==> src/common/tcu_pkg.sv <==
// Purpose: constants and types shared by the 8-bit timer/counter
// Assumes: one 25 MHz clock, registers reached through plain ports
// Notes: mode codes follow the three-bit waveform mode field
`default_nettype none
package tcu_pkg;
  localparam int unsigned CNT_W = 8;
  localparam logic [7:0] CNT_BOTTOM = 8'h00;
  localparam logic [7:0] CNT_MAX = 8'hFF;
  localparam logic [7:0] CNT_RESET = 8'h00;
  localparam logic [2:0] CS_NONE = 3'h0;
  localparam logic [2:0] CS_DIV1 = 3'h1;
  localparam logic [2:0] CS_DIV8 = 3'h2;
  localparam logic [2:0] CS_DIV64 = 3'h3;
  localparam logic [2:0] CS_DIV256 = 3'h4;
  localparam logic [2:0] CS_DIV1024 = 3'h5;
  localparam logic [2:0] CS_EXT_FALL = 3'h6;
  localparam logic [2:0] CS_EXT_RISE = 3'h7;
  localparam int unsigned PSC_W = 10;
  localparam logic [9:0] PSC_8 = 10'h007;
  localparam logic [9:0] PSC_64 = 10'h03F;
  localparam logic [9:0] PSC_256 = 10'h0FF;
  localparam logic [9:0] PSC_1024 = 10'h3FF;
  // waveform modes
  localparam logic [2:0] WM_NORMAL = 3'h0;
  localparam logic [2:0] WM_PC_MAX = 3'h1;
  localparam logic [2:0] WM_CTC = 3'h2;
  localparam logic [2:0] WM_FAST_MAX = 3'h3;
  localparam logic [2:0] WM_PC_OCRA = 3'h5;
  localparam logic [2:0] WM_FAST_OCRA = 3'h7;
  // compare output actions
  localparam logic [1:0] COM_OFF = 2'h0;
  localparam logic [1:0] COM_TOGGLE = 2'h1;
  localparam logic [1:0] COM_CLEAR = 2'h2;
  localparam logic [1:0] COM_SET = 2'h3;
  typedef enum logic [1:0] {
    TCU_DIR_UP = 2'b01,
    TCU_DIR_DOWN = 2'b10
  } tcu_dir_t;
endpackage : tcu_pkg
`default_nettype wire

==> src/verilog/tcu_cmp_unit.sv <==
// Purpose: one output compare unit: compare register, buffer, flag, output
// Assumes: tick and update strobes come from the counter in the same clock
// Notes: the flag sets on the tick that moves the counter off a match
`default_nettype none
module tcu_cmp_unit
  import tcu_pkg::*;
#(
  parameter int unsigned W = 8
)
(
  input wire logic clk,
  input wire logic rst_n,
  input wire logic tick,
  input wire logic [W-1:0] cnt,
  input wire logic pwm_mode,
  input wire logic fast_mode,
  input wire logic buf_load,
  input wire logic cnt_wr,
  input wire logic cmp_wr,
  input wire logic [W-1:0] cmp_wdata,
  input wire logic [1:0] com,
  input wire logic force_cmp,
  input wire logic flag_clr_sw,
  input wire logic flag_clr_ack,
  input wire logic at_top,
  input wire logic at_bottom,
  input wire logic dir_up,
  output logic [W-1:0] cmp_rdata,
  output logic [W-1:0] cmp_active,
  output logic match,
  output logic flag,
  output logic oc
);
  import tcu_pkg::*;

  logic [W-1:0] ocr_r;
  logic [W-1:0] buf_r;
  logic block_r;
  logic oc_nxt;

  assign cmp_active = ocr_r;
  assign cmp_rdata = pwm_mode ? buf_r : ocr_r;
  assign match = (cnt == ocr_r) && !block_r;

  always_ff @(posedge clk or negedge rst_n)
  begin
    if (!rst_n)
      buf_r <= '0;
    else if (cmp_wr)
      buf_r <= cmp_wdata;
  end

  always_ff @(posedge clk or negedge rst_n)
  begin
    if (!rst_n)
      ocr_r <= '0;
    else if (!pwm_mode && cmp_wr)
      ocr_r <= cmp_wdata;
    else if (pwm_mode && buf_load)
      ocr_r <= buf_r;
  end

  always_ff @(posedge clk or negedge rst_n)
  begin
    if (!rst_n)
      block_r <= 1'b0;
    else if (cnt_wr)
      block_r <= 1'b1;
    else if (tick)
      block_r <= 1'b0;
  end

  always_ff @(posedge clk or negedge rst_n)
  begin
    if (!rst_n)
      flag <= 1'b0;
    else if (tick && match)
      flag <= 1'b1;
    else if (flag_clr_sw || flag_clr_ack)
      flag <= 1'b0;
  end

  always_comb
  begin
    oc_nxt = oc;
    if (!pwm_mode)
    begin
      if ((tick && match) || force_cmp)
      begin
        case (com)
          COM_TOGGLE: oc_nxt = ~oc;
          COM_CLEAR: oc_nxt = 1'b0;
          COM_SET: oc_nxt = 1'b1;
          default: oc_nxt = oc;
        endcase
      end
    end
    else if (tick && com[1])
    begin
      if (fast_mode)
      begin
        if (match)
          oc_nxt = com[0];
        else if (at_bottom)
          oc_nxt = ~com[0];
      end
      else if (match)
        oc_nxt = dir_up ? com[0] : ~com[0];
      else if (at_top && ocr_r != cnt)
        oc_nxt = com[0];
    end
  end

  always_ff @(posedge clk or negedge rst_n)
  begin
    if (!rst_n)
      oc <= 1'b0;
    else
      oc <= oc_nxt;
  end
endmodule : tcu_cmp_unit
`default_nettype wire

==> src/verilog/tcu_timer.sv <==
// Purpose: 8-bit timer/counter with two compare units and three flags
// Assumes: clk 25 MHz, control bits as plain ports, strobes one cycle wide
// Notes: interrupt acknowledges clear flags; software clears by writing one
`default_nettype none
module tcu_timer
  import tcu_pkg::*;
(
  input wire logic clk,
  input wire logic rst_n,
  input wire logic [2:0] clock_source_select,
  input wire logic [1:0] waveform_mode_bits10,
  input wire logic waveform_mode_bit2,
  input wire logic [1:0] compare_output_mode_a,
  input wire logic [1:0] compare_output_mode_b,
  input wire logic external_count_input,
  input wire logic counter_wr,
  input wire logic [tcu_pkg::CNT_W-1:0] counter_wdata,
  output logic [tcu_pkg::CNT_W-1:0] counter_value,
  input wire logic compare_a_wr,
  input wire logic compare_b_wr,
  input wire logic [tcu_pkg::CNT_W-1:0] compare_wdata,
  output logic [tcu_pkg::CNT_W-1:0] compare_value_a,
  output logic [tcu_pkg::CNT_W-1:0] compare_value_b,
  input wire logic force_compare_strobe_a,
  input wire logic force_compare_strobe_b,
  input wire logic flag_reg_wr,
  input wire logic [2:0] flag_reg_wdata,
  input wire logic [2:0] irq_ack,
  input wire logic mask_reg_wr,
  input wire logic [2:0] mask_reg_wdata,
  output logic [2:0] interrupt_flag_reg,
  output logic [2:0] interrupt_mask_reg,
  output logic [2:0] irq_req,
  output logic compare_output_a,
  output logic compare_output_b
);
  import tcu_pkg::*;

  logic rst_s1_r;
  logic rst_s2_r;
  logic srst_n;
  logic ext_s1_r;
  logic ext_s2_r;
  logic ext_d_r;
  logic [PSC_W-1:0] psc_r;
  logic tick;
  logic [2:0] wm;
  logic pwm_mode;
  logic fast_mode;
  logic pc_mode;
  logic [CNT_W-1:0] cnt_r;
  logic [CNT_W-1:0] cnt_nxt;
  logic [CNT_W-1:0] top;
  tcu_dir_t dir_r;
  logic at_bottom;
  logic at_max;
  logic at_top;
  logic buf_load;
  logic match_a;
  logic match_b;
  logic [CNT_W-1:0] ocra_act;
  logic ov_flag_r;
  logic ov_set;
  logic flag_a;
  logic flag_b;
  logic [2:0] mask_r;

  // reset release through two flops
  always_ff @(posedge clk or negedge rst_n)
  begin
    if (!rst_n)
    begin
      rst_s1_r <= 1'b0;
      rst_s2_r <= 1'b0;
    end
    else
    begin
      rst_s1_r <= 1'b1;
      rst_s2_r <= rst_s1_r;
    end
  end
  assign srst_n = rst_s2_r;

  // external pin synchroniser
  always_ff @(posedge clk or negedge srst_n)
  begin
    if (!srst_n)
    begin
      ext_s1_r <= 1'b0;
      ext_s2_r <= 1'b0;
      ext_d_r <= 1'b0;
    end
    else
    begin
      ext_s1_r <= external_count_input;
      ext_s2_r <= ext_s1_r;
      ext_d_r <= ext_s2_r;
    end
  end

  always_ff @(posedge clk or negedge srst_n)
  begin
    if (!srst_n)
      psc_r <= '0;
    else
      psc_r <= psc_r + 1'b1;
  end

  always_comb
  begin
    case (clock_source_select)
      CS_NONE: tick = 1'b0;
      CS_DIV1: tick = 1'b1;
      CS_DIV8: tick = (psc_r[2:0] == PSC_8[2:0]);
      CS_DIV64: tick = (psc_r[5:0] == PSC_64[5:0]);
      CS_DIV256: tick = (psc_r[7:0] == PSC_256[7:0]);
      CS_DIV1024: tick = (psc_r == PSC_1024);
      CS_EXT_FALL: tick = ext_d_r && !ext_s2_r;
      CS_EXT_RISE: tick = !ext_d_r && ext_s2_r;
      default: tick = 1'b0;
    endcase
  end

  assign wm = {waveform_mode_bit2, waveform_mode_bits10};
  assign fast_mode = (wm == WM_FAST_MAX) || (wm == WM_FAST_OCRA);
  assign pc_mode = (wm == WM_PC_MAX) || (wm == WM_PC_OCRA);
  assign pwm_mode = fast_mode || pc_mode;

  assign top = (wm == WM_CTC || wm == WM_PC_OCRA || wm == WM_FAST_OCRA) ? ocra_act : CNT_MAX;
  assign at_bottom = (cnt_r == CNT_BOTTOM);
  assign at_max = (cnt_r == CNT_MAX);
  assign at_top = (cnt_r == top);

  always_comb
  begin
    cnt_nxt = cnt_r;
    if (pc_mode)
    begin
      if (dir_r == TCU_DIR_UP)
        cnt_nxt = at_top ? cnt_r - 1'b1 : cnt_r + 1'b1;
      else
        cnt_nxt = at_bottom ? cnt_r + 1'b1 : cnt_r - 1'b1;
    end
    else if (wm != WM_NORMAL && at_top)
      cnt_nxt = CNT_BOTTOM;
    else
      cnt_nxt = cnt_r + 1'b1;
  end

  always_ff @(posedge clk or negedge srst_n)
  begin
    if (!srst_n)
      cnt_r <= CNT_RESET;
    else if (counter_wr)
      cnt_r <= counter_wdata;
    else if (tick)
      cnt_r <= cnt_nxt;
  end

  always_ff @(posedge clk or negedge srst_n)
  begin
    if (!srst_n)
      dir_r <= TCU_DIR_UP;
    else if (!pc_mode)
      dir_r <= TCU_DIR_UP;
    else if (tick && at_top)
      dir_r <= TCU_DIR_DOWN;
    else if (tick && at_bottom)
      dir_r <= TCU_DIR_UP;
  end

  assign buf_load = tick && (pc_mode ? at_top : at_bottom);

  assign ov_set = tick && !counter_wr && (pc_mode ? at_bottom : (at_max || (fast_mode && at_top)));

  always_ff @(posedge clk or negedge srst_n)
  begin
    if (!srst_n)
      ov_flag_r <= 1'b0;
    else if (ov_set)
      ov_flag_r <= 1'b1;
    else if ((flag_reg_wr && flag_reg_wdata[0]) || irq_ack[0])
      ov_flag_r <= 1'b0;
  end

  always_ff @(posedge clk or negedge srst_n)
  begin
    if (!srst_n)
      mask_r <= '0;
    else if (mask_reg_wr)
      mask_r <= mask_reg_wdata;
  end

  tcu_cmp_unit #(.W(CNT_W)) u_cmp_a (
    .clk(clk),
    .rst_n(srst_n),
    .tick(tick),
    .cnt(cnt_r),
    .pwm_mode(pwm_mode),
    .fast_mode(fast_mode),
    .buf_load(buf_load),
    .cnt_wr(counter_wr),
    .cmp_wr(compare_a_wr),
    .cmp_wdata(compare_wdata),
    .com(compare_output_mode_a),
    .force_cmp(force_compare_strobe_a),
    .flag_clr_sw(flag_reg_wr && flag_reg_wdata[1]),
    .flag_clr_ack(irq_ack[1]),
    .at_top(at_top),
    .at_bottom(at_bottom),
    .dir_up(dir_r == TCU_DIR_UP),
    .cmp_rdata(compare_value_a),
    .cmp_active(ocra_act),
    .match(match_a),
    .flag(flag_a),
    .oc(compare_output_a)
  );

  tcu_cmp_unit #(.W(CNT_W)) u_cmp_b (
    .clk(clk),
    .rst_n(srst_n),
    .tick(tick),
    .cnt(cnt_r),
    .pwm_mode(pwm_mode),
    .fast_mode(fast_mode),
    .buf_load(buf_load),
    .cnt_wr(counter_wr),
    .cmp_wr(compare_b_wr),
    .cmp_wdata(compare_wdata),
    .com(compare_output_mode_b),
    .force_cmp(force_compare_strobe_b),
    .flag_clr_sw(flag_reg_wr && flag_reg_wdata[2]),
    .flag_clr_ack(irq_ack[2]),
    .at_top(at_top),
    .at_bottom(at_bottom),
    .dir_up(dir_r == TCU_DIR_UP),
    .cmp_rdata(compare_value_b),
    .cmp_active(),
    .match(match_b),
    .flag(flag_b),
    .oc(compare_output_b)
  );

  assign counter_value = cnt_r;
  assign interrupt_flag_reg = {flag_b, flag_a, ov_flag_r};
  assign interrupt_mask_reg = mask_r;
  assign irq_req = interrupt_flag_reg & mask_r;

  property p_stop_hold;
    @(posedge clk) disable iff (!srst_n)
    (clock_source_select == CS_NONE && !counter_wr) |=> $stable(cnt_r);
  endproperty
  a_stop_hold: assert property (p_stop_hold) else $error("counter moved while stopped");

  property p_wr_wins;
    @(posedge clk) disable iff (!srst_n)
    counter_wr |=> cnt_r == $past(counter_wdata);
  endproperty
  a_wr_wins: assert property (p_wr_wins) else $error("counter write lost");

  property p_normal_wrap;
    @(posedge clk) disable iff (!srst_n)
    (wm == WM_NORMAL && tick && at_max && !counter_wr) |=> cnt_r == CNT_BOTTOM && ov_flag_r;
  endproperty
  a_normal_wrap: assert property (p_normal_wrap) else $error("normal wrap or overflow missing");

  property p_ctc_clear;
    @(posedge clk) disable iff (!srst_n)
    (wm == WM_CTC && tick && cnt_r == ocra_act && !counter_wr) |=> cnt_r == CNT_BOTTOM;
  endproperty
  a_ctc_clear: assert property (p_ctc_clear) else $error("ctc clear missing");

  property p_up_count;
    @(posedge clk) disable iff (!srst_n)
    (wm == WM_NORMAL && tick && !counter_wr) |=> cnt_r == $past(cnt_r) + 8'h01;
  endproperty
  a_up_count: assert property (p_up_count) else $error("count step wrong");

  property p_irq_mask;
    @(posedge clk) disable iff (!srst_n)
    (interrupt_flag_reg[0] && !mask_r[0]) |-> !irq_req[0];
  endproperty
  a_irq_mask: assert property (p_irq_mask) else $error("masked request raised");

  property p_flag_clear;
    @(posedge clk) disable iff (!srst_n)
    (flag_reg_wr && flag_reg_wdata[1] && !tick) |=> !flag_a;
  endproperty
  a_flag_clear: assert property (p_flag_clear) else $error("flag a not cleared");

  property p_direct_cmp;
    @(posedge clk) disable iff (!srst_n)
    (!pwm_mode && compare_a_wr) |=> ocra_act == $past(compare_wdata);
  endproperty
  a_direct_cmp: assert property (p_direct_cmp) else $error("direct compare write lost");

  property p_flag_next_tick;
    @(posedge clk) disable iff (!srst_n)
    (tick && match_a) |=> flag_a;
  endproperty
  a_flag_next_tick: assert property (p_flag_next_tick) else $error("flag a missed its tick");

  property p_flag_not_early;
    @(posedge clk) disable iff (!srst_n)
    (!(tick && match_a) && !flag_a) |=> !flag_a;
  endproperty
  a_flag_not_early: assert property (p_flag_not_early) else $error("flag a set early");

  c_ovf: cover property (@(posedge clk) disable iff (!srst_n) $rose(ov_flag_r));
  c_flag_a: cover property (@(posedge clk) disable iff (!srst_n) $rose(flag_a));
  c_pwm_load: cover property (@(posedge clk) disable iff (!srst_n) pwm_mode && buf_load);
  c_toggle: cover property (@(posedge clk) disable iff (!srst_n) $changed(compare_output_a));
endmodule : tcu_timer
`default_nettype wire
==> config.mk <==
export PLATFORM = sky130hd
export DESIGN_NAME = tcu_timer
export DESIGN_NICKNAME = d
export VERILOG_FILES = /design/src/common/tcu_pkg.sv /design/src/verilog/tcu_cmp_unit.sv /design/src/verilog/tcu_timer.sv
export SDC_FILE = /design/constraint.sdc
export NUM_CORES = 1
export LEC_CHECK = 0
export ABC_AREA = 1
export ABC_CLOCK_PERIOD_IN_PS = 6200
export BUFFER_PORTS_ARGS = -buffer_cell sky130_fd_sc_hd__buf_2
export CORE_MARGIN = 2
export CORE_UTILIZATION = 60
export CTS_CLUSTER_DIAMETER = 120
export DETAILED_ROUTE_END_ITERATION = 7
export GPL_TIMING_DRIVEN = 0
export PLACE_DENSITY = 0.89
export RECOVER_POWER = 100
export SYNTH_ARGS = -nofsm -noshare
export SYNTH_HDL_FRONTEND = slang
export SYNTH_SLANG_ARGS = --single-unit
==> constraint.sdc <==
create_clock -name clk -period 6.2 [get_ports clk]
set_clock_uncertainty 0.2 [all_clocks]
set_input_delay 0.93 -clock clk [delete_from_list [all_inputs] [get_ports clk]]
set_output_delay 0.93 -clock clk [all_outputs]
set_load 0.05 [all_outputs]
==> results.md <==
- Antenna violations before repair: 0
- Met2 usage: around half
- Final critical-path share of the clock period: about 63%
- Syn avg cell area: 7.02 um^2
- Most flops, register: psc_r
- Hold Fails Final Rpt: 0
- Share of final-layout standard cells stronger than drive strength 1: ~13%
- Routed length per placed instance: 13.7 um
- Top area cells in the synthesized netlist: sky130_fd_sc_hd__dfrtp_1, sky130_fd_sc_hd__nand2_1, sky130_fd_sc_hd__inv_1
- Library cell used as clock root buffer: sky130_fd_sc_hd__clkbuf_8
- Via count of the first global-routing pass: approximately 3,900
- LEAKAGE: 2.56 nW
- Post-route core utilization: a little over two thirds
- Total congestion overflow after global routing: 0
- Initial core utilization: between 60% and 70%
- Total of fill cells in the finished design: roughly 590
- Area growth from synthesis to layout: 14.2%
- Total Neg Setup Slack: 0 ns
- Top_reg_cell synth: sky130_fd_sc_hd__dfrtp_1
- Simple-gate share of the synthesized area: 31.4%
- First-pass iteration count of the detailed router: 6
- DIE AREA: a little under 8000 um^2
- Post-CTS resize count: 0
- First-pass GRT wire length: roughly 18 mm
- Peak supply drop: 177 uV
- Drt via density: between 5 and 6
- Vertical extent of the die: 87.8 um
- Detailed-route wire length: between 10 and 15 mm
- CTS Buf Count: 9
- Pin count of the biggest net entering global routing: 43
- Setup repair after global routing missed its margin: false
- Row count: 30
- Mux share of post-synthesis cell area: 0.802%
- Net count, final: 740
- Number of H-tree branching levels: 3
- Total inserted antenna cells: 0
- Violated checks: max-capacitance violations, max-slew violations
- Insertion delay of the later-clocked pin in the worst-skew pair: 0.36 ns
- Via Count: approximately 4,300
- Clock tree from TritonCTS: yes
- Number of buffers inserted by post-CTS setup repair: 0
- Number of routed nets with antenna violations: 0
- Highest-delay cell along the critical path: sky130_fd_sc_hd__clkbuf_1
- Register-to-register path setup slack: between 3 and 4 ns
- Distinct cell type count after synthesis: 41
- Register Area: around 1700 um^2
- Met1 GRT Util: roughly 38%
- Outcome: finished, violations left
- Share of the synthesized netlist area taken by xor and xnor gates: between 3 and 4%
- Most frequent cell on the critical path: sky130_fd_sc_hd__clkbuf_1
- Nature of the critical path startpoint: input port
- Pwr per Cell Area: 281 nW/um^2
- Largest incremental delay on the critical path: about 0.5 ns
- PnR Total Power: 1.35 mW
- Fin worst setup slack: 2.29 ns
- Largest register FFs: 10
- Placeable core region: around 6800 um^2
- Die X-Extent: 87.8 um
- Residual DRC count: 0
- Synth top area share: 38.6%
- Global-route met3 utilization: 6.13%
- Leading area contributor after synthesis: sky130_fd_sc_hd__dfrtp_1
- Quantity of I/O buffers inserted on ports: 76
- Synth Area in Compound Gates: between 10% and 20%
- Buffers from clock root to sink, at most: 2
- Total track usage: approximately 30%
- Max-capacitance violation count: 1
- Cell types with the highest counts after synthesis: sky130_fd_sc_hd__nand2_1, sky130_fd_sc_hd__inv_1, sky130_fd_sc_hd__dfrtp_1, sky130_fd_sc_hd__o21ai_0, sky130_fd_sc_hd__nand3_1
- EDFF count, synth: 0
- Required time at the worst-slack endpoint: about 5.1 ns
- Cell breakdown of the critical path: clkbuf_1 > clkbuf_1 > clkbuf_1 > nand2_1 > o21ai_0 > clkbuf_1
- Number of buffers inserted for hold repair after clock tree synthesis: 0
- Final count of pins violating max slew: 43
- Dominant delay contributor by cell family on the critical path: buffers and inverters
- Gate count of the mapped netlist: 600
- Synthesized area: 4210 um^2
- Arrival time worst endpoint: between 2 and 3 ns
- Type of element capturing the critical path: primary output
- Number of synthesis warnings: 0
- Gpl congestion: about 1
- Share of synthesized cell area in full adder, half adder and majority cells: under 10%
- Type of the setup path with the least slack: input port to primary output
- Hpwl dp: between 7 and 8 mm
- Largest family of logic cells by synthesized area: simple AND/OR/NAND/NOR gates
- Slew Limit Headroom: -46.4%
- Sequential-to-total area share from yosys stat: between 30% and 40%
- DRC violation total after the first TritonRoute iteration: approximately 290
- Hold_ws: between 0.1 and 0.15 ns
- Least-Margin Pin Slew: approximately 2.2 ns
- Cell with the most instances after synthesis: sky130_fd_sc_hd__nand2_1
- Clock transition at the registers of the reported paths: 0.07 ns
- Worst setup timing slack at the placement stage: 2.61 ns
- GRT busiest layer: met2
- Maximum clock frequency: ~0.26 GHz
- Sinks on the clock net: 66
- Net count of the mapped netlist: around 650
- Minimum period implied by the final worst setup slack: slightly below 4 ns
- Share of synthesized registers carrying an async set or reset: 100%
- Count of buffering cells on the critical path with inverters included: 4
- Crit Path Max Fanout: 10
- I/O pin count: 80
- Multi-input logic area: a little over 2000 um^2
- Count of endpoints failing setup in the final report: 0
- Hold/Removal Path Class: input port to asynchronous set/reset pin
- Number of storage elements in the synthesis netlist: 66
## metrics by stage
| step | std cells | area [um^2] |
|---|---|---|
| 2_1_floorplan | 600 | 4210 |
| 3_3_place_gp | 772 | 4710 |
| 3_5_place_dp | 773 | 4730 |
| 4_1_cts | 789 | 4960 |
| 5_1_grt | 789 | 4810 |
| 6_report | 789 | 4810 |
## area by class of cell
cell class	count	area share [%]
Inverter	82	6.40
Buffer	23	2.42
Clock buffer	12	3.22
Timing Repair Buffer	77	7.00
Clock inverter	4	1.56
Sequential cell	66	34.4
Multi-Input combinational cell	429	42.5
Tap cell	96	2.50
## cells in the final DEF (no fill, tap or decap), types with 8 or more instances in the layout
cell type,instances
sky130_fd_sc_hd__inv_1,69
sky130_fd_sc_hd__o21ai_0,54
sky130_fd_sc_hd__clkbuf_1,53
sky130_fd_sc_hd__nand3_1,41
sky130_fd_sc_hd__o21ai_1,8
sky130_fd_sc_hd__inv_2,11
sky130_fd_sc_hd__clkbuf_8,11
sky130_fd_sc_hd__dfrtp_1,65
sky130_fd_sc_hd__a21oi_1,19
sky130_fd_sc_hd__xor2_1,12
sky130_fd_sc_hd__buf_2,41
sky130_fd_sc_hd__nor2_1,40
sky130_fd_sc_hd__nand2_1,201
## metal layers
layer / vias up / wire (um)
met1: 1950 / 4640
met3: 29 / 867
met4: 0 / 260
met5: - / 0
met2: 223 / 5020
li1: 2076 / -
## path summary, 6_finish.rpt
kind	startpoint	to	depth (start not counted)
worst min register to register	ext_s1_r	ext_s2_r	0
min in group clk	ext_s1_r	ext_s2_r	0
worst max-delay path	waveform_mode_bits10[0]	compare_value_a[7]	6
max in group asynchronous	rst_s2_r	counter_value[1]	1
worst max register to register	rst_s2_r	counter_value[1]	1
worst min-delay path	rst_n	rst_s1_r	1
## cell families after synthesis
| kind of cell | count (synthesis) |
|---|---|
| xor gates and xnor gates | 16 |
| other | 1 |
| DFF | 66 |
| AOI/OAI and AO/OA | 97 |
| buffers and inverters | 105 |
| adders and majority gates | 7 |
| muxes | 3 |
| and+or+nand+nor | 305 |
## power breakdown
| part | total (mW) | leakage (nW) | internal [mW] | switching [mW] |
|---|---|---|---|---|
| clock network | 0.426 | 0.109 | 0.249 | 0.177 |
| registers | 0.505 | 0.813 | 0.475 | 0.0301 |
| logic | 0.423 | 1.64 | 0.112 | 0.311 |
| total | 1.35 | 2.56 | 0.836 | 0.518 |
Power figures use the tool's default switching activity.
